## src/verilog/iro_pkg.sv

```systemverilog
/*
 * Shared constants and types for the interrupt routing and axis offset
 * register slice. Assumes a byte-wide register port driven by the
 * serial interface engine on the same clock.
 */
package iro_pkg;
    localparam int unsigned ADDR_W  = 8;
    localparam int unsigned DATA_W  = 8;
    localparam int unsigned AXES    = 3;
    // Raw sample scaled so one count equals one offset LSB (1.96 mg)
    localparam int unsigned RAW_W   = 12;

    localparam logic [ADDR_W-1:0] ADDR_IRQ_CONTROL = 8'h2C;
    localparam logic [ADDR_W-1:0] ADDR_IRQ_ENABLE  = 8'h2D;
    localparam logic [ADDR_W-1:0] ADDR_PIN_ROUTING = 8'h2E;
    localparam logic [ADDR_W-1:0] ADDR_OFFSET_X    = 8'h2F;
    localparam logic [ADDR_W-1:0] ADDR_OFFSET_Y    = 8'h30;
    localparam logic [ADDR_W-1:0] ADDR_OFFSET_Z    = 8'h31;

    localparam int unsigned BIT_SLEEP_WAKE   = 7;
    localparam int unsigned BIT_ORIENTATION  = 4;
    localparam int unsigned BIT_FREEFALL     = 2;
    localparam int unsigned BIT_SAMPLE_READY = 0;
    localparam int unsigned BIT_POLARITY     = 1;

    localparam logic [DATA_W-1:0] RST_OFFSET   = 8'h00;
    localparam logic [DATA_W-1:0] RD_UNMAPPED  = 8'h00;
    localparam logic              RST_POLARITY = 1'h0;

    // One bit per interrupting function
    typedef struct packed {
        logic sleepWake;
        logic orientation;
        logic freefallMotion;
        logic sampleReady;
    } iro_func_s;

    localparam iro_func_s RST_FUNC = 4'h0;

    typedef struct packed {
        logic              wrEn;
        logic              rdEn;
        logic [ADDR_W-1:0] addr;
        logic [DATA_W-1:0] wrData;
    } iro_req_s;
endpackage

```

## src/verilog/iro_regs.sv

```systemverilog
/*
 * Interrupt pin routing, enable and polarity control plus signed
 * per-axis zero-g offset correction, with their register port.
 * Assumes function interrupt levels and raw samples come from logic on
 * mclk, and that the serial engine issues single-cycle register strobes.
 */
// Operation
// - Routing bit clear sends that function's interrupt to pin B.
// - Routing bit set sends that function's interrupt to pin A.
// - Routing bits: sleep/wake 7, orientation 4, freefall/motion 2, data ready 0.
// - All routing bits reset to zero, so everything starts on pin B.
// - Routing register lives at 0x2E and is readable and writable.
// - Each axis offset is signed 8-bit and is added to that axis output.
// - One offset LSB is 1.96 mg, about plus or minus 250 mg range.
// - X offset at 0x2F, read/write, resets to zero.
// - Y offset at 0x30, read/write, resets to zero.
// - Z offset at 0x31, read/write, resets to zero.
// - A function interrupt reaches routing only when its enable is set.
// - Polarity zero signals asserted interrupt low; one signals it high.
module iro_regs
    import iro_pkg::*;
(
    input  wire logic                           mclk,
    input  wire logic                           reset,
    input  wire iro_req_s                       regReq,
    output logic      [DATA_W-1:0]              regRdData,
    input  wire iro_func_s                      funcIrq,
    input  wire logic [AXES-1:0][RAW_W-1:0]     rawSample,
    output logic      [AXES-1:0][RAW_W-1:0]     corrSample,
    output logic                                irqPinA,
    output logic                                irqPinB
);

    function automatic logic [DATA_W-1:0] packFunc(input iro_func_s f);
        logic [DATA_W-1:0] b;
        b = '0;
        b[BIT_SLEEP_WAKE]   = f.sleepWake;
        b[BIT_ORIENTATION]  = f.orientation;
        b[BIT_FREEFALL]     = f.freefallMotion;
        b[BIT_SAMPLE_READY] = f.sampleReady;
        return b;
    endfunction

    function automatic iro_func_s unpackFunc(input logic [DATA_W-1:0] b);
        iro_func_s f;
        f.sleepWake      = b[BIT_SLEEP_WAKE];
        f.orientation    = b[BIT_ORIENTATION];
        f.freefallMotion = b[BIT_FREEFALL];
        f.sampleReady    = b[BIT_SAMPLE_READY];
        return f;
    endfunction

    iro_func_s                  route;
    iro_func_s                  enable;
    logic                       polarity;
    logic [AXES-1:0][DATA_W-1:0] offset;
    iro_func_s                  next_route;
    iro_func_s                  next_enable;
    logic                       next_polarity;
    logic [AXES-1:0][DATA_W-1:0] next_offset;
    logic [DATA_W-1:0]          next_regRdData;
    logic                       next_irqPinA;
    logic                       next_irqPinB;
    iro_func_s                  gated;
    logic                       activeA;
    logic                       activeB;

    // Register writes and read mux
    always_comb begin
        next_route     = route;
        next_enable    = enable;
        next_polarity  = polarity;
        next_offset    = offset;
        next_regRdData = regRdData;
        if (regReq.wrEn) begin
            if (regReq.addr == ADDR_IRQ_CONTROL) begin
                next_polarity = regReq.wrData[BIT_POLARITY];
            end else if (regReq.addr == ADDR_IRQ_ENABLE) begin
                next_enable = unpackFunc(regReq.wrData);
            end else if (regReq.addr == ADDR_PIN_ROUTING) begin
                // Only the four routing positions are stored
                next_route = unpackFunc(regReq.wrData);
            end else if (regReq.addr == ADDR_OFFSET_X) begin
                next_offset[0] = regReq.wrData;
            end else if (regReq.addr == ADDR_OFFSET_Y) begin
                next_offset[1] = regReq.wrData;
            end else if (regReq.addr == ADDR_OFFSET_Z) begin
                next_offset[2] = regReq.wrData;
            end
        end
        if (regReq.rdEn) begin
            if (regReq.addr == ADDR_IRQ_CONTROL) begin
                next_regRdData = '0;
                next_regRdData[BIT_POLARITY] = polarity;
            end else if (regReq.addr == ADDR_IRQ_ENABLE) begin
                next_regRdData = packFunc(enable);
            end else if (regReq.addr == ADDR_PIN_ROUTING) begin
                next_regRdData = packFunc(route);
            end else if (regReq.addr == ADDR_OFFSET_X) begin
                next_regRdData = offset[0];
            end else if (regReq.addr == ADDR_OFFSET_Y) begin
                next_regRdData = offset[1];
            end else if (regReq.addr == ADDR_OFFSET_Z) begin
                next_regRdData = offset[2];
            end else begin
                next_regRdData = RD_UNMAPPED;
            end
        end
    end

    always_ff @(posedge mclk) begin
        if (reset) begin
            route     <= RST_FUNC;
            enable    <= RST_FUNC;
            polarity  <= RST_POLARITY;
            offset    <= {AXES{RST_OFFSET}};
            regRdData <= RD_UNMAPPED;
        end else begin
            route     <= next_route;
            enable    <= next_enable;
            polarity  <= next_polarity;
            offset    <= next_offset;
            regRdData <= next_regRdData;
        end
    end

    // Interrupt gating, routing and pin polarity
    always_comb begin
        gated        = funcIrq & enable;
        activeA      = |(gated & route);
        activeB      = |(gated & ~route);
        // Level is registered so pins never glitch on decode
        next_irqPinA = polarity ? activeA : ~activeA;
        next_irqPinB = polarity ? activeB : ~activeB;
    end

    always_ff @(posedge mclk) begin
        if (reset) begin
            // Default polarity is active low, so idle pins sit high
            irqPinA <= 1'h1;
            irqPinB <= 1'h1;
        end else begin
            irqPinA <= next_irqPinA;
            irqPinB <= next_irqPinB;
        end
    end

    // Per-axis offset correction, saturating to avoid wrap at full scale
    genvar ax;
    generate
        for (ax = 0; ax < AXES; ax++) begin : g_axis
            logic signed [RAW_W:0]   sum;
            logic        [RAW_W-1:0] next_corr;
            always_comb begin
                // Offset LSB matches raw count scale (1.96 mg)
                sum = {rawSample[ax][RAW_W-1], rawSample[ax]}
                    + {{(RAW_W+1-DATA_W){offset[ax][DATA_W-1]}}, offset[ax]};
                if (sum[RAW_W] != sum[RAW_W-1]) begin
                    next_corr = {sum[RAW_W], {(RAW_W-1){~sum[RAW_W]}}};
                end else begin
                    next_corr = sum[RAW_W-1:0];
                end
            end
            always_ff @(posedge mclk) begin
                if (reset) begin
                    corrSample[ax] <= '0;
                end else begin
                    corrSample[ax] <= next_corr;
                end
            end
        end
    endgenerate

    // Checks
    logic [DATA_W-1:0] offXRef;
    assign offXRef = offset[0];

    routeResetZero_a: assert property (@(posedge mclk)
        $past(reset) |-> (route == RST_FUNC && offset == '0))
        else $error("Registers not cleared by reset");

    pinARoute_a: assert property (@(posedge mclk) disable iff (reset)
        (|(funcIrq & enable & route)) |=> (irqPinA == $past(polarity)))
        else $error("Routed interrupt missing on pin A");

    pinBRoute_a: assert property (@(posedge mclk) disable iff (reset)
        (|(funcIrq & enable & ~route)) |=> (irqPinB == $past(polarity)))
        else $error("Routed interrupt missing on pin B");

    enableGate_a: assert property (@(posedge mclk) disable iff (reset)
        ((funcIrq & enable) == RST_FUNC) ##1 $stable(polarity)
        |-> (irqPinA != polarity && irqPinB != polarity))
        else $error("Disabled interrupt reached a pin");

    polarityIdle_a: assert property (@(posedge mclk) disable iff (reset)
        (!polarity && (funcIrq & enable) == RST_FUNC) |=> (irqPinA && irqPinB))
        else $error("Idle active-low pins not high");

    routeReadMask_a: assert property (@(posedge mclk) disable iff (reset)
        (regReq.rdEn && regReq.addr == ADDR_PIN_ROUTING)
        |=> (regRdData[6:5] == 2'h0 && regRdData[3] == 1'h0 && regRdData[1] == 1'h0))
        else $error("Unused routing bits read nonzero");

    routeReadback_a: assert property (@(posedge mclk) disable iff (reset)
        (regReq.wrEn && regReq.addr == ADDR_PIN_ROUTING)
        ##3 (regReq.rdEn && !regReq.wrEn && regReq.addr == ADDR_PIN_ROUTING)
        |=> (regRdData == (($past(regReq.wrData, 4)) & 8'h95)))
        else $error("Routing readback mismatch");

    offsetReadback_a: assert property (@(posedge mclk) disable iff (reset)
        (regReq.wrEn && regReq.addr == ADDR_OFFSET_X)
        ##3 (regReq.rdEn && !regReq.wrEn && regReq.addr == ADDR_OFFSET_X)
        |=> (regRdData == $past(regReq.wrData, 4)))
        else $error("X offset readback mismatch");

    offsetYReadback_a: assert property (@(posedge mclk) disable iff (reset)
        (regReq.wrEn && regReq.addr == ADDR_OFFSET_Y)
        ##3 (regReq.rdEn && !regReq.wrEn && regReq.addr == ADDR_OFFSET_Y)
        |=> (regRdData == $past(regReq.wrData, 4)))
        else $error("Y offset readback mismatch");

    offsetZReadback_a: assert property (@(posedge mclk) disable iff (reset)
        (regReq.wrEn && regReq.addr == ADDR_OFFSET_Z)
        ##3 (regReq.rdEn && !regReq.wrEn && regReq.addr == ADDR_OFFSET_Z)
        |=> (regRdData == $past(regReq.wrData, 4)))
        else $error("Z offset readback mismatch");

    // Enable and polarity share the read path with routing
    enableReadback_a: assert property (@(posedge mclk) disable iff (reset)
        (regReq.wrEn && regReq.addr == ADDR_IRQ_ENABLE)
        ##3 (regReq.rdEn && !regReq.wrEn && regReq.addr == ADDR_IRQ_ENABLE)
        |=> (regRdData == ($past(regReq.wrData, 4) & 8'h95)))
        else $error("Enable readback mismatch");

    polarityReadback_a: assert property (@(posedge mclk) disable iff (reset)
        (regReq.wrEn && regReq.addr == ADDR_IRQ_CONTROL)
        ##3 (regReq.rdEn && !regReq.wrEn && regReq.addr == ADDR_IRQ_CONTROL)
        |=> (regRdData == ($past(regReq.wrData, 4) & 8'h02)))
        else $error("Polarity readback mismatch");

    unmappedRead_a: assert property (@(posedge mclk) disable iff (reset)
        (regReq.rdEn && (regReq.addr < ADDR_IRQ_CONTROL || regReq.addr > ADDR_OFFSET_Z))
        |=> (regRdData == RD_UNMAPPED))
        else $error("Unmapped read not zero");

    // Read data must not drift between reads
    readHold_a: assert property (@(posedge mclk) disable iff (reset)
        !regReq.rdEn |=> $stable(regRdData))
        else $error("Read data changed without a read");

    routeClearA_a: assert property (@(posedge mclk) disable iff (reset)
        !(|(funcIrq & enable & route)) |=> (irqPinA != $past(polarity)))
        else $error("Unrouted interrupt appeared on pin A");

    routeClearB_a: assert property (@(posedge mclk) disable iff (reset)
        !(|(funcIrq & enable & ~route)) |=> (irqPinB != $past(polarity)))
        else $error("Unrouted interrupt appeared on pin B");

    // Clamp keeps a large positive shift from wrapping negative
    corrSatHigh_a: assert property (@(posedge mclk) disable iff (reset)
        (rawSample[1] == 12'h7FF && !offset[1][DATA_W-1]) |=> (corrSample[1] == 12'h7FF))
        else $error("Positive saturation missing");

    corrSatLow_a: assert property (@(posedge mclk) disable iff (reset)
        (rawSample[2] == 12'h800 && offset[2][DATA_W-1]) |=> (corrSample[2] == 12'h800))
        else $error("Negative saturation missing");

    pinsResetIdle_a: assert property (@(posedge mclk)
        $past(reset) |-> (irqPinA && irqPinB))
        else $error("Pins not idle high after reset");

    rdDataReset_a: assert property (@(posedge mclk)
        $past(reset) |-> (regRdData == RD_UNMAPPED && corrSample == '0))
        else $error("Read data or samples not cleared by reset");

    offsetApply_a: assert property (@(posedge mclk) disable iff (reset)
        ($past(offset[1]) == 8'h00 && !$past(reset)) |-> (corrSample[1] == $past(rawSample[1])))
        else $error("Zero offset altered Y sample");

    routeToA_c: cover property (@(posedge mclk) disable iff (reset)
        (route.sampleReady && enable.sampleReady && funcIrq.sampleReady) ##1 (irqPinA == polarity));
    activeHigh_c: cover property (@(posedge mclk) disable iff (reset)
        polarity ##1 (irqPinB == 1'h1));
    offsetNeg_c: cover property (@(posedge mclk) disable iff (reset)
        offXRef[DATA_W-1] && rawSample[0] != '0);
    satClamp_c: cover property (@(posedge mclk) disable iff (reset)
        corrSample[1] == 12'h7FF);
    pinBActiveLow_c: cover property (@(posedge mclk) disable iff (reset)
        !polarity && !irqPinB);

endmodule

```

## config.mk

```make
export PLATFORM = sky130hd
export DESIGN_NAME = iro_regs
export DESIGN_NICKNAME = d
export VERILOG_FILES = /design/src/verilog/iro_pkg.sv /design/src/verilog/iro_regs.sv
export SDC_FILE = /design/constraint.sdc
export NUM_CORES = 1
export LEC_CHECK = 0
export BUFFER_PORTS_ARGS = -buffer_cell sky130_fd_sc_hd__buf_2
export CAP_MARGIN = 20
export CORE_UTILIZATION = 35
export CTS_BUF_LIST = sky130_fd_sc_hd__clkbuf_2
export CTS_CLUSTER_SIZE = 28
export DETAILED_ROUTE_END_ITERATION = 16
export PLACE_DENSITY = 0.65
export SLEW_MARGIN = 10
export SYNTH_ARGS = -nofsm -noshare
export SYNTH_HDL_FRONTEND = slang
export SYNTH_SLANG_ARGS = --single-unit
```

## constraint.sdc

```tcl
create_clock -name mclk -period 3.85 [get_ports mclk]
set_input_delay 0.77 -clock mclk [delete_from_list [all_inputs] [get_ports mclk]]
set_output_delay 0.77 -clock mclk [all_outputs]
set_load 0.01 [all_outputs]
```

After elaboration in Yosys (flattened, before gate mapping)
Cells that the tools add are included.

Add/subtract/negate cells: 3. Multipliers: 0. Div/mod/pow operators: 0. $lt $le $gt $ge: 0. Eq/ne operators: 9. Shifts and indexed selects: 0. Muxes and demuxes: 11. Bitwise logic cells: 14. Reduce and logical (&&, ||, !) cells: 8.

Operator list (number): 8-bit by 6-bit equality test with 1-bit output (second input constant) (6); 8-bit two-way mux (6); 12-bit by 8-bit adder with 13-bit output (3); 12-bit two-way mux (3); 4-bit bitwise AND (3); 1-bit NOT (10); 4-bit OR reduction (2); 7-bit AND reduction (1); 6-bit AND reduction (1); 5-bit AND reduction (1); 4-bit NOT (1); 4-bit AND reduction (1); 1-bit != test (3); 3-bit AND reduction (1); 1-bit two-way mux (2); 2-bit AND reduction (1).

Register bits after elaboration: 79. Bits in latches: 0. RAM bits: 0. Bits in read-only memories: 0. Bits of input ports: 60. Output and inout bits: 46. Logic and storage cells: 63. Memories: 0.

Logic depth before layout (Yosys ltp)
Gate-level depths: netlist (run 1).

Word-level depth: 7. Gate-level depth with buffers: 10. Mapped depth without buffers: 9.

Worst setup path before layout (run 1)
Ideal clock, no wire load.

Path type: in2reg. Start point: input port rawSample[0] (netlist name). End point: register corrSample[7] (netlist name). Setup time: 87 ps. Arrival: 2524 ps. Data required time: 3763 ps. Path slack: 1239 ps. Stages on the path: 10. Buffers on the path: 1. Cell sequence: ha_1 > inv_1 > fa_1 > nand2b_1 > a21oi_2 > o2111ai_1 > a32oi_1 > nor3_2 > buf_6 > o31ai_1.

Cells in the longest elaborated chain, start to end: 3. Elaborated cells on any way between the ends: 4. Classes of those cells: add/sub (1); eq/ne (1); mux (1); bitwise (1).

Ends and longest elaborated chain: start, declared (RTL line iro_regs.sv:28) `input wire logic [AXES-1:0][RAW_W-1:0] rawSample,`; 12-bit by 8-bit adder with 13-bit output (*) (RTL line iro_regs.sv:157) `+ {{(RAW_W+1-DATA_W){offset[ax][DATA_W-1]}}, offset[ax]};`; 1-bit != test or 1-bit NOT (tied branches) (RTL line iro_regs.sv:158, iro_regs.sv:159); 12-bit two-way mux (*) (RTL line iro_regs.sv:158) `if (sum[RAW_W] != sum[RAW_W-1]) begin`; end signal, assigned by index (RTL line iro_regs.sv:168) `corrSample[ax] <= next_corr;`; end, declared (RTL line iro_regs.sv:29) `output logic [AXES-1:0][RAW_W-1:0] corrSample,`.

Every way passes the cells marked *; elsewhere a longest branch is shown, timed or not. A chain may end at the register's enable or synchronous reset.

Worst setup path in the final report (run 1)
Start point: register offset[8] (netlist name). End point: register corrSample[22] (netlist name).

Cells in the longest elaborated chain, start to end: 3. Elaborated cells on any way between the ends: 4. Classes of those cells: add/sub (1); eq/ne (1); mux (1); bitwise (1).

Ends and longest elaborated chain: start, declared (RTL line iro_regs.sv:56) `logic [AXES-1:0][DATA_W-1:0] offset;`; start signal, assigned (RTL line iro_regs.sv:116) `offset <= {AXES{RST_OFFSET}};`; start signal, assigned (RTL line iro_regs.sv:122) `offset <= next_offset;`; 12-bit by 8-bit adder with 13-bit output (*) (RTL line iro_regs.sv:157); 1-bit != test or 1-bit NOT (tied branches) (RTL line iro_regs.sv:158, iro_regs.sv:159); 12-bit two-way mux (*) (RTL line iro_regs.sv:158).

Marked as above.

==> impl_summary.md, run 1 <==
Die
The die area is 0.0141 sq mm. The number of top-level pins is roughly 110. For this configuration, the core starts out at a cell density of a little over a third.

The number of rows in the core area is 42. From left edge to right edge, the die measures roughly 120 microns. The floorplan core area is 0.0133 sq mm.

The die span in y is around 120 microns.

Synth
The number of enable-type register cells in the synthesized netlist is 0. The distinct cell type count of the synthesized netlist is 53. Of all flip-flops after synthesis, the portion carrying an async set or reset was 0%. The post-synthesis cell count is between 500 and 600.

For this run, the leading register cell type out of synthesis is sky130_fd_sc_hd__dfxtp_1. Dividing the synthesized area by the synthesized cell count gives 8.85 sq um. The post-synthesis cell area is ~0.0048 sq mm. The warning count from the yosys run is 0. The number of flip-flops and latches in the synthesized netlist is 79. The cell type with the largest total area after synthesis is sky130_fd_sc_hd__dfxtp_1.

The part of the Yosys area used for sequential elements is between 30 and 40%. Sorting the synthesized cells by area gives the leading types as sky130_fd_sc_hd__dfxtp_1 33%, sky130_fd_sc_hd__ha_1 9.4%, sky130_fd_sc_hd__mux2i_1 5.9%, sky130_fd_sc_hd__a21oi_1 4.8%, sky130_fd_sc_hd__o31ai_1 4.6%. The total nets after synthesis is between 600 and 700.

Of the post-synthesis cell area, the dominant cell type holds between 30% and 40%.

Routing
Summed over all layers, the routed wires come to 12800 microns. The highest layer touched by signal routing is met4. The number of nets still failing antenna checks after routing is 0. The number of remaining DRC errors is 0.

The detailed-routed wire length on met2 is around 6000 microns. Dividing the detail-routed wire length by the instance count gives approximately 16 microns. The detailed router placed about 4300 vias in this run.

The detailed router finished its first iteration with 283 violations. The number of vias per cell is approximately 5.3. The number of iterations in the first detailed-routing pass is 4. After detailed routing, the wire length on met1 is 5920 microns. After detailed routing, the met3 layer carries a little under 600 microns of wire.

Clocking
Buffers inserted to repair hold after CTS numbered 0. The library cell used as clock root buffer is sky130_fd_sc_hd__clkbuf_2. The longest clock path from root to sink contains 2 buffers. After clock tree synthesis, the clock-pin slew on the worst setup and hold paths is 0.24 ns. The number of buffers inserted during clock tree synthesis is 9. The clock tree from TritonCTS is yes. The H-tree was split into 3 levels.

For this design, the sink count on the clock tree is a little under 80. The source-to-sink clock delay at the later pin of the worst-skew pair is ~0.57 ns. The number of gates given a new drive strength after cts is 0. After clock tree synthesis, the setup repair step added 0 buffers.

Placed design
The count of port buffers added during placement is 105. Detailed placement finished with a half-perimeter wire length of a little under 10000 microns. The routability-driven placement congestion ratio is roughly 0.85.

Global routing
For this run the aggregate overflow at the end of global routing stands at 0. The number of global-route vias before repair came to between 4000 and 5000. The initial antenna violation count is 0. The aggregate global-route resource usage is between 10% and 20%. The first-pass GRT wire length is ~20000 microns. The largest net degree at the start of global routing is 75.

Layout
The fraction of layout instances using a drive strength above 1 is 22.4%. The final-stage net count is between 700 and 800. The area overhead of the layout relative to synthesis is 15.4%. The utilization of the core after routing is approximately two fifths. The number of inserted diodes is 0.

Timing
Setup total negative slack on the finished layout was measured at 0 ns. The count of final max-slew check failures is 0. The highest clock rate is roughly 0.37 GHz.

Setup repair after global routing left no endpoint under its margin. The relative slew slack is roughly 44%. The tightest hold path in the finished design has a slack of between 0.4 and 0.5 ns. Of the available clock period, the critical path in the final layout requires ~71%. Setup violations remaining at the end of the flow were counted as 0.

The worst path needs 2.73 ns of the cycle, external delays included. The total count of hold-check failures in the final report is 0. Clock skew on the completed layout was measured at around 0.022 ns. The slew at the pin closest to its max-slew limit is approximately 0.83 ns.

Worst setup path
The capturing instance or port of the critical path is corrSample[22]. In this run the worst path has a maximum fanout of 11. The worst register-to-register path has a depth of 9. Data on the critical path is required at its endpoint by roughly 4.3 ns. STA classifies the critical path startpoint as a flop. The data arrival time at the worst-slack endpoint is 3.22 ns. The critical path class is reg -> reg. The endpoint of the most critical register-to-register path is corrSample[22]. The launching instance or port of the critical path is offset[8]. The minimum setup slack among reg-to-reg paths is approximately 1.1 ns. STA classifies the critical path endpoint as a flop. The startpoint identified for the worst register-to-register timing path is offset[8].

Run status
The flow ran to the end, and the final reports show no timing, DRC or antenna violations.

Hold path
The worst hold path belongs to the class in -> reg.

Power and ir drop
The areal power density over the cells is 299 mW/mm^2. In this run the power spent charging and discharging nets is 472 uW. The internal power is about 1200 uW.

The combinational cell fraction of total power is between 10% and 20%. Per report_power, the sequential group accounts for 52.6% of the total. The clock network burns between 30% and 40% of the power. The maximum ir drop on the vdd rail is between 150 and 200 uV.

The analysis attributes to cell leakage a power of ~0.0025 uW. Net switching is between 20% and 30% of the power.

Job
The number of maximum-capacitance constraint violations is 0.
[cells by family after synthesis]
logic type | synth area share (%)
fa+ha+maj | 10.7
xor+xnor | 4.59
mux | 5.87
simple gates | 17.6
flops | 33.1
compound gates | 23.5
buf+inv | 4.64
[power by group through the flow]
stage	combinational, uW	clock (uW)	sequential, uW
3_5_place_dp	254	0	882
4_1_cts	255	540	866
3_3_place_gp	251	0	882
5_1_grt	280	581	870
6_report	255	524	865
2_1_floorplan	134	0	901
[layout by cell type (no fill, tap or decap), types with 9 or more instances in the layout]
cell / Yosys / final
sky130_fd_sc_hd__mux2i_1: 28 / 28
sky130_fd_sc_hd__nand3_1: 25 / 25
sky130_fd_sc_hd__nor3_1: 9 / 9
sky130_fd_sc_hd__o21ai_0: 15 / 15
sky130_fd_sc_hd__inv_1: 16 / 16
sky130_fd_sc_hd__nor2b_1: 10 / 10
sky130_fd_sc_hd__xnor2_1: 12 / 12
sky130_fd_sc_hd__ha_1: 36 / 36
sky130_fd_sc_hd__nand2_1: 48 / 48
sky130_fd_sc_hd__nand2b_1: 10 / 10
sky130_fd_sc_hd__dfxtp_1: 79 / 79
sky130_fd_sc_hd__xor2_1: 13 / 13
sky130_fd_sc_hd__a21o_1: 12 / 12
sky130_fd_sc_hd__clkbuf_2: 0 / 10
sky130_fd_sc_hd__a21oi_1: 46 / 46
sky130_fd_sc_hd__buf_2: 3 / 105
sky130_fd_sc_hd__nor2_1: 42 / 42
sky130_fd_sc_hd__o211ai_1: 14 / 14
sky130_fd_sc_hd__o31ai_1: 29 / 29
[worst min-delay path by stage]
stage / slack (ns) / endpoint / cells past startpoint / from
finish: 0.45 / offXRef[3] / 3 / regReq[3]
global route: 0.42 / offXRef[6] / 3 / regReq[6]
CTS: 0.41 / offXRef[6] / 3 / regReq[6]
detailed placement: 0.47 / offXRef[1] / 2 / offXRef[1]
global placement: 0.46 / offXRef[1] / 2 / offXRef[1]
floorplan: 0.45 / offXRef[1] / 2 / offXRef[1]
[layout make-up]
type                            count  area (sq um)
Fill cell                        1382          7790
Multi-Input combinational cell    419          2970
Sequential cell                    79          1580
Timing Repair Buffer              107           541
Tap cell                          176           220
Clock inverter                      6          85.1
Inverter                           16          60.1
Clock buffer                       10          50.0
[Yosys cell counts (4+ instances only)]
master and number:
sky130_fd_sc_hd__dfxtp_1 79, sky130_fd_sc_hd__nand2_1 48, sky130_fd_sc_hd__a21oi_1 46, sky130_fd_sc_hd__nor2_1 42, sky130_fd_sc_hd__ha_1 36, sky130_fd_sc_hd__o31ai_1 29, sky130_fd_sc_hd__mux2i_1 28, sky130_fd_sc_hd__nand3_1 25
sky130_fd_sc_hd__inv_1 16, sky130_fd_sc_hd__o21ai_0 15, sky130_fd_sc_hd__o211ai_1 14, sky130_fd_sc_hd__clkbuf_1 13, sky130_fd_sc_hd__xor2_1 13, sky130_fd_sc_hd__a21o_1 12, sky130_fd_sc_hd__xnor2_1 12, sky130_fd_sc_hd__nand2b_1 10
sky130_fd_sc_hd__nor2b_1 10, sky130_fd_sc_hd__nor3_1 9, sky130_fd_sc_hd__buf_6 6, sky130_fd_sc_hd__a221oi_1 4, sky130_fd_sc_hd__a22oi_1 4, sky130_fd_sc_hd__a31oi_1 4, sky130_fd_sc_hd__o21ai_1 4
[registers in the layout (all words and copies together) (netlist names)]
register    cells
corrSample     36
offset         16
offXRef         8
regRdData       8
enable          4
route           4
irqPinA         1
irqPinB         1
polarity        1
[stage by stage]
stage / instance area (sq um) / instances / setup WS (ns) / power, uW
floorplan: 4770 / 539 / 1.24 / 1030
global placement: 5370 / 797 / 0.763 / 1130
detailed placement: 5370 / 797 / 0.703 / 1140
CTS: 5510 / 813 / 1.12 / 1660
global route: 5510 / 813 / 0.901 / 1730
finish: 5510 / 813 / 1.12 / 1640
[metal layers]
metal  GRT usage (%)  vias up
met2            31.0      121
met1            23.4     1974
met4            8.07        0
met3            3.52       23
li1                -     2165
met5               0        -
[critical path: stages, from the launching register on]
cell	delay (ns)
sky130_fd_sc_hd__dfxtp_1	0.43
sky130_fd_sc_hd__ha_1	0.23
sky130_fd_sc_hd__inv_1	0.07
sky130_fd_sc_hd__fa_1	0.39
sky130_fd_sc_hd__nand2b_1	0.19
sky130_fd_sc_hd__a21oi_2	0.19
sky130_fd_sc_hd__o2111ai_1	0.16
sky130_fd_sc_hd__a32oi_1	0.36
sky130_fd_sc_hd__o211ai_1	0.43
sky130_fd_sc_hd__o41ai_1	0.20
Note: power is estimated with default switching activity, not from simulation.
==> inputs of run 2 (changes only) <==
- clock period: 3.85 -> 2.6 ns (I/O delays scaled with it)
==> impl_summary.md, run 2 (same netlist as run 1, synthesis figures left out) <==
Run status
The flow ran to the end, and the final reports show no timing, DRC or antenna violations.

Worst setup path
The data arrival time at the worst-slack endpoint was 2.87 ns (-0.35 ns). In this run the critical register-to-register path is launched from offset[16]. The cell count of the worst reg-to-reg path came to 10 (+1). The most critical setup path has its endpoint at corrSample[34]. The endpoint of the most critical register-to-register path is corrSample[34].

The critical path goes through ha_1 -> inv_1 -> fa_1 -> nand2b_1 -> a21oi_2 -> o2111ai_1 -> a32oi_2 -> buf_4 -> o211ai_2 -> o41ai_1. The maximum cell stage delay along the critical path is 0.40 ns (-0.03 ns). The worst setup path is captured at a flop. The sort of element at the start of the critical path is a flop. The biggest fanout along the worst timing path is 11 (unchanged).

The critical path starts at offset[16]. The critical path required time is 3.05 ns (-1.28 ns). The minimum setup slack among reg-to-reg paths is 0.18 ns (-0.93 ns). The worst setup path is of the reg -> reg kind.

The slowest stage of the critical path belongs to the cell sky130_fd_sc_hd__dfxtp_2.

Timing
The total count of hold-check failures in the final report is 0 (unchanged). The count of final max-slew check failures came to 0 (unchanged). The minimum clock period is 2.42 ns (-0.319 ns). Setup repair after global routing left no endpoint under its margin.

The highest clock rate was 0.414 GHz (+13%). The worst hold-check slack was 0.219 ns (-0.231 ns). The setup skew after layout is 0.0272 ns (+0.00510 ns). The slew at the pin closest to its max-slew limit is 0.768 ns (-0.0659 ns). The fraction of the cycle the final worst path needs is 92.9% (+22 points). The count of endpoints failing setup in the final report came to 0 (unchanged). The relative slew slack is 48.8% (+4.6 points).

Routing
The total via count after detailed routing was 4442 (+3.7%). The number of nets still failing antenna checks after routing was 0 (unchanged). The violation count after the first detailed-route iteration came to 252 (-11%). The number of remaining DRC errors was 0 (unchanged). The number of vias per cell is 5.31 (+0.86%).

The total routed wirelength is 13000 microns (+1.6%). The routed wirelength normalized by instance count was 15.5 microns (-1.2%). The number of iterations in the first detailed-routing pass came to 4 (unchanged).

Layout
The commonest non-fill, non-tap cell in the layout is sky130_fd_sc_hd__buf_2. The largest registers in the layout are corrSample: 36 flops, offset: 16 flops. The fraction of layout instances using a drive strength above 1 is 25.8% (+3.3 points). In the layout the commonest cells are 105 x sky130_fd_sc_hd__buf_2, 77 x sky130_fd_sc_hd__dfxtp_1, 48 x sky130_fd_sc_hd__nand2_1, 46 x sky130_fd_sc_hd__a21oi_1, 42 x sky130_fd_sc_hd__nor2_1. The register bank with the most flops is corrSample. The area overhead of the layout relative to synthesis is 19.9%. The utilization of the core after routing was 43.0% (+1.6 points). The final-stage net count is 755 (+3.3%).

The number of inserted diodes is 0 (unchanged). The final instance area came to 0.00572 sq mm (+3.9%). The number of flip-flops in the largest register is 36 (unchanged). The number of non-filler instances in the completed layout is 836 (+2.8%).

Job
The number of maximum-capacitance constraint violations is 0 (unchanged).

Hold path
The number of instances on the worst hold path came to 3 (unchanged). The path category of the worst min-delay check is in -> reg.

Die
The floorplan core area is 0.0133 sq mm (unchanged). The die area is 0.0141 sq mm (unchanged). The number of rows in the core area was 42 (unchanged). The initial standard-cell utilization of the core is 35.9% (unchanged). The die span in y is 119 microns (unchanged). The number of top-level pins was 106 (unchanged). The horizontal die dimension is 119 microns (unchanged).

Clocking
The buffers inserted during post-CTS setup optimization is 0 (unchanged). The clock-pin slew on the worst setup and hold paths came to 0.22 ns (-0.02 ns). The cts-stage hold buffer count is 0 (unchanged). The CTS sink count is 79 (unchanged).

The number of levels in the clock H-tree was 3 (unchanged). The library cell used as clock root buffer is sky130_fd_sc_hd__clkbuf_2. The maximum buffer depth of the clock tree is 2 (unchanged). The source-to-sink clock delay at the later pin of the worst-skew pair is 0.56 ns (about the same).

The clock tree from TritonCTS is yes. The number of buffers inserted during clock tree synthesis is 9 (unchanged).

Placed design
The routability-driven placement congestion ratio was 0.956 (+12%). The count of port buffers added during placement is 105 (unchanged). The post-placement cell count is 821 (+3.0%). The post-detailed-placement half-perimeter wirelength is 10100 microns (+2.6%). The placed standard-cell area is 0.00560 sq mm (+4.3%).

Power and ir drop
The areal power density over the cells is 408 mW/mm^2 (+37%). The maximum ir drop on the vdd rail was 269 uV (+76%). The leakage dissipation is 0.00266 uW (+5.1%). The total design power is 2330 uW (+42%).

Global routing
The initial antenna violation count is 0 (unchanged). The number of global-route vias before repair is 4238 (+2.5%). The first-pass GRT wire length is 21000 microns (+2.0%). The largest net degree at the start of global routing is 75 (unchanged). The aggregate global-route resource usage came to 18.9% (+0.20 points).

The overall overflow remaining after global route was 0 (unchanged).
## run 2: changes by cell type in the layout (fill, tap and decap cells not counted), sizes merged
cell	before	now
clkbuf	10	11
buf	107	131
clkinvlp	1	0
bufinv	2	1
## run 2: critical path, delay by kind of cell, from the launching register on
kind / cells / cell delay [ns]
flops: 1 / 0.40
compound gates: 5 / 0.89
simple gates: 1 / 0.20
buf+inv: 2 / 0.23
fa+ha+maj: 2 / 0.60
## run 2: routing by layer
layer / vias up / share of wire [%] / GRT usage, %
met5: - / 0 / 0
met4: 0 / 1.6 / 5.85
met3: 17 / 5.1 / 4.83
met2: 122 / 47 / 31.3
met1: 2097 / 46 / 23.9
li1: 2206 / - / -
## run 2: metrics by stage
stage               setup WS (ns)  setup TNS, ns
CTS                         0.114              0
finish                      0.184              0
detailed placement        -0.0819         -0.727
floorplan                   0.239              0
global route              0.00161              0
global placement           0.0193              0
## run 2: what timing repair did
action	4_1_cts	5_1_grt
setup endpoints to repair	0	21
resized for setup	0	4
hold endpoints to repair	0	0
## run 2: final cells by class
class,instances,area (sq um)
fillers,1361,7570
multi-input cells,419,2980
repair buffers,131,771
inverters,16,60.1
flip-flops and latches,79,1580
clock buffers,11,55.1
clock inverters,4,47.5
well taps,176,220
## run 2: report_power, final
part | switching (uW) | leakage, uW | total (uW) | internal [uW]
clock | 434 | 0.0000694 | 656 | 222
combinational | 230 | 0.00194 | 396 | 166
sequential | 13.7 | 0.000650 | 1280 | 1270
total | 678 | 0.00266 | 2330 | 1650
## run 2: how the worst min path moves through the flow
stage / startpoint / endpoint
6_report: regReq[6] / offXRef[6]
5_1_grt: regReq[6] / offXRef[6]
4_1_cts: regReq[6] / offXRef[6]
3_5_place_dp: regRdData[0] / regRdData[0]
3_3_place_gp: regRdData[0] / regRdData[0]
2_1_floorplan: offXRef[1] / offXRef[1]
==> inputs of run 3 (changes only) <==
- RECOVER_POWER: unset -> 100
- SETUP_SLACK_MARGIN: unset -> 0.2
==> impl_summary.md, run 3 (same netlist as run 1, synthesis figures left out) <==
Run status
The run finished with clean final reports.

Routing
The number of iterations in the first detailed-routing pass came to 4 (unchanged). The total via count after detailed routing is 4471 (+0.65%). The violation count after the first detailed-route iteration was 206 (-18%). The number of vias per cell came to 5.31 (about the same). The number of remaining DRC errors is 0 (unchanged). The total routed wirelength was 13400 microns (+3.1%). The number of nets still failing antenna checks after routing was 0 (unchanged). The routed wirelength normalized by instance count is 15.9 microns (+2.4%).

Worst setup path
The biggest fanout along the worst timing path is 9 (-2). The worst register-to-register path begins at offset[8]. The buffering stage count on the worst path with inverters included was 2 (unchanged). The signal on the critical path passes through ha_2 -> inv_1 -> fa_1 -> nand2b_4 -> a21oi_4 -> o2111ai_2 -> a32oi_1 -> nor3_4 -> buf_12 -> o31ai_2. The cell count of the worst reg-to-reg path is 10 (unchanged). The critical path class is reg -> reg. The maximum cell stage delay along the critical path is 0.41 ns (about the same). The kind of end point of the critical path is a flop. In this run the critical register-to-register path is captured at corrSample[14]. The top cell family by delay on the critical path is compound AO/OA/AOI/OAI gates.

The sort of element at the start of the critical path is a flop. The minimum setup slack among reg-to-reg paths came to 0.18 ns (about the same). The data arrival time at the worst-slack endpoint came to 2.92 ns (+0.05 ns). The critical path required time is 3.11 ns (+0.06 ns).

The standard cell with the maximum stage delay on the critical path is sky130_fd_sc_hd__a32oi_1.

Die
The number of rows in the core area is 42 (unchanged). The number of top-level pins is 106 (unchanged). The initial standard-cell utilization of the core was 35.9% (unchanged).

The floorplan core area is 0.0133 sq mm (unchanged). The die span in y was 119 microns (unchanged). The die area is 0.0141 sq mm (unchanged). The horizontal die dimension was 119 microns (unchanged).

Timing
The highest clock rate is 0.414 GHz (about the same). The relative slew slack is 40.7% (-8.0 points). The count of final max-slew check failures was 0 (unchanged). The count of endpoints failing setup in the final report is 0 (unchanged). Setup repair after global routing could not meet its margin everywhere. The slew at the pin closest to its max-slew limit came to 0.889 ns (+0.121 ns). The total count of hold-check failures in the final report is 0 (unchanged). The fraction of the cycle the final worst path needs came to 93.0% (about the same). The sum of negative setup slack came to 0 ns (unchanged).

The setup skew after layout is 0.0245 ns (-0.00271 ns). The minimum clock period came to 2.42 ns (+0.00187 ns).

Layout
The number of non-filler instances in the completed layout came to 842 (+0.72%). The fraction of layout instances using a drive strength above 1 was 22.4% (-3.4 points). Relative to the synthesized area, the layout overhead comes to 21.6%.

In the final layout, the registers with the most flip-flops are corrSample: 36 flops, offset: 16 flops. The number of inserted diodes was 0 (unchanged). In the layout the commonest cells are 73 x sky130_fd_sc_hd__dfxtp_1, 59 x sky130_fd_sc_hd__buf_2, 50 x sky130_fd_sc_hd__clkbuf_1, 48 x sky130_fd_sc_hd__nand2_1, 45 x sky130_fd_sc_hd__a21oi_1. The register bank with the most flops is corrSample. The final-stage net count is 761 (+0.79%). The commonest non-fill, non-tap cell in the layout is sky130_fd_sc_hd__dfxtp_1. The number of flip-flops in the largest register was 36 (unchanged).

Global routing
The aggregate global-route resource usage is 19.0% (+0.18 points). The first-pass GRT wire length was 21100 microns (+0.89%). The initial antenna violation count came to 0 (unchanged). The overall overflow remaining after global route came to 0 (unchanged). The number of global-route vias before repair is 4267 (+0.68%). The largest net degree at the start of global routing came to 75 (unchanged).

Clocking
The clock-pin slew on the worst setup and hold paths came to 0.22 ns (about the same). The CTS sink count is 79 (unchanged). TritonCTS built the clock tree. The number of buffers inserted during clock tree synthesis came to 9 (unchanged).

The maximum buffer depth of the clock tree is 2 (unchanged). The library cell used as clock root buffer is sky130_fd_sc_hd__clkbuf_2. The source-to-sink clock delay at the later pin of the worst-skew pair is 0.56 ns (about the same). The number of levels in the clock H-tree came to 3 (unchanged).

Placed design
The post-placement cell count is 821 (unchanged). The routability-driven placement congestion ratio was 0.956 (unchanged). The count of port buffers added during placement came to 105 (unchanged).

The post-detailed-placement half-perimeter wirelength is 10100 microns (unchanged).

Power and ir drop
The maximum ir drop on the vdd rail is 266 uV (-1.1%). The leakage dissipation is 0.00254 uW (-4.4%). The areal power density over the cells was 404 mW/mm^2 (-0.84%).

Job
The number of maximum-capacitance constraint violations is 0 (unchanged).

Hold path
The number of instances on the worst hold path is 3 (unchanged). The path category of the worst min-delay check is in -> reg. The worst hold path terminates at offXRef[6]. The startpoint of the tightest hold check path is regReq[6].
==> run 3: worst max path at each step <==
stage | slack [ns] | to | from | cells past startpoint
floorplan | 0.24 | corrSample[7] | rawSample[0] | 10
global placement | 0.02 | corrSample[9] | rawSample[0] | 11
detailed placement | -0.08 | corrSample[10] | rawSample[0] | 10
CTS | 0.21 | corrSample[26] | offset[23] | 8
global route | 0.07 | corrSample[2] | offXRef[0] | 10
finish | 0.18 | corrSample[14] | offset[8] | 10
==> run 3: cell type report <==
cell class	count	area, sq um
Timing Repair Buffer	137	734
Inverter	16	60.1
Clock inverter	4	47.5
Tap cell	176	220
Multi-Input combinational cell	419	3100
Fill cell	1363	7490
Sequential cell	79	1590
Clock buffer	11	55.1
==> run 3: power by group <==
part           total [uW]  switching (uW)  internal [uW]
Combinational         406             243            163
Sequential           1280            15.4           1270
Clock                 658             436            222
==> run 3: timing repair <==
item | 4_1_cts | 5_1_grt
endpoints found under the hold margin | 0 | 0
endpoints found under the setup margin | 29 | 33
cloned | 0 | 0
pin swaps | 1 | 10
hold buffers | 0 | 0
gates resized for setup | 8 | 40
buffers inserted | 1 | 5
==> run 3: worst register-to-register path: stages (launching register included) <==
cell	delay, ns
sky130_fd_sc_hd__dfxtp_2	0.38
sky130_fd_sc_hd__ha_2	0.17
sky130_fd_sc_hd__inv_1	0.05
sky130_fd_sc_hd__fa_1	0.38
sky130_fd_sc_hd__nand2b_4	0.17
sky130_fd_sc_hd__a21oi_4	0.17
sky130_fd_sc_hd__o2111ai_2	0.13
sky130_fd_sc_hd__a32oi_1	0.41
sky130_fd_sc_hd__nor3_4	0.11
sky130_fd_sc_hd__buf_12	0.17
sky130_fd_sc_hd__o31ai_2	0.21
==> run 3: routing by layer <==
layer	track usage (%)	wire (microns)	vias up
li1	-	-	2227
met1	24.0	6130	2099
met2	31.8	6280	124
met3	4.83	670	21
met4	5.85	286	0
met5	0	0	-
==> run 3: metrics by stage <==
stage / util (%) / hold slack [ns] / setup slack, ns / total power, uW / instance area, sq um
3_5_place_dp: 42.1 / 0.467 / -0.0819 / 1700 / 5600
4_1_cts: 43.2 / 0.152 / 0.207 / 2370 / 5750
5_1_grt: 43.6 / 0.140 / 0.0725 / 2480 / 5800
6_report: 43.6 / 0.219 / 0.183 / 2350 / 5800
3_3_place_gp: 42.1 / 0.461 / 0.0193 / 1690 / 5600
2_1_floorplan: - / 0.453 / 0.239 / 1530 / 4770
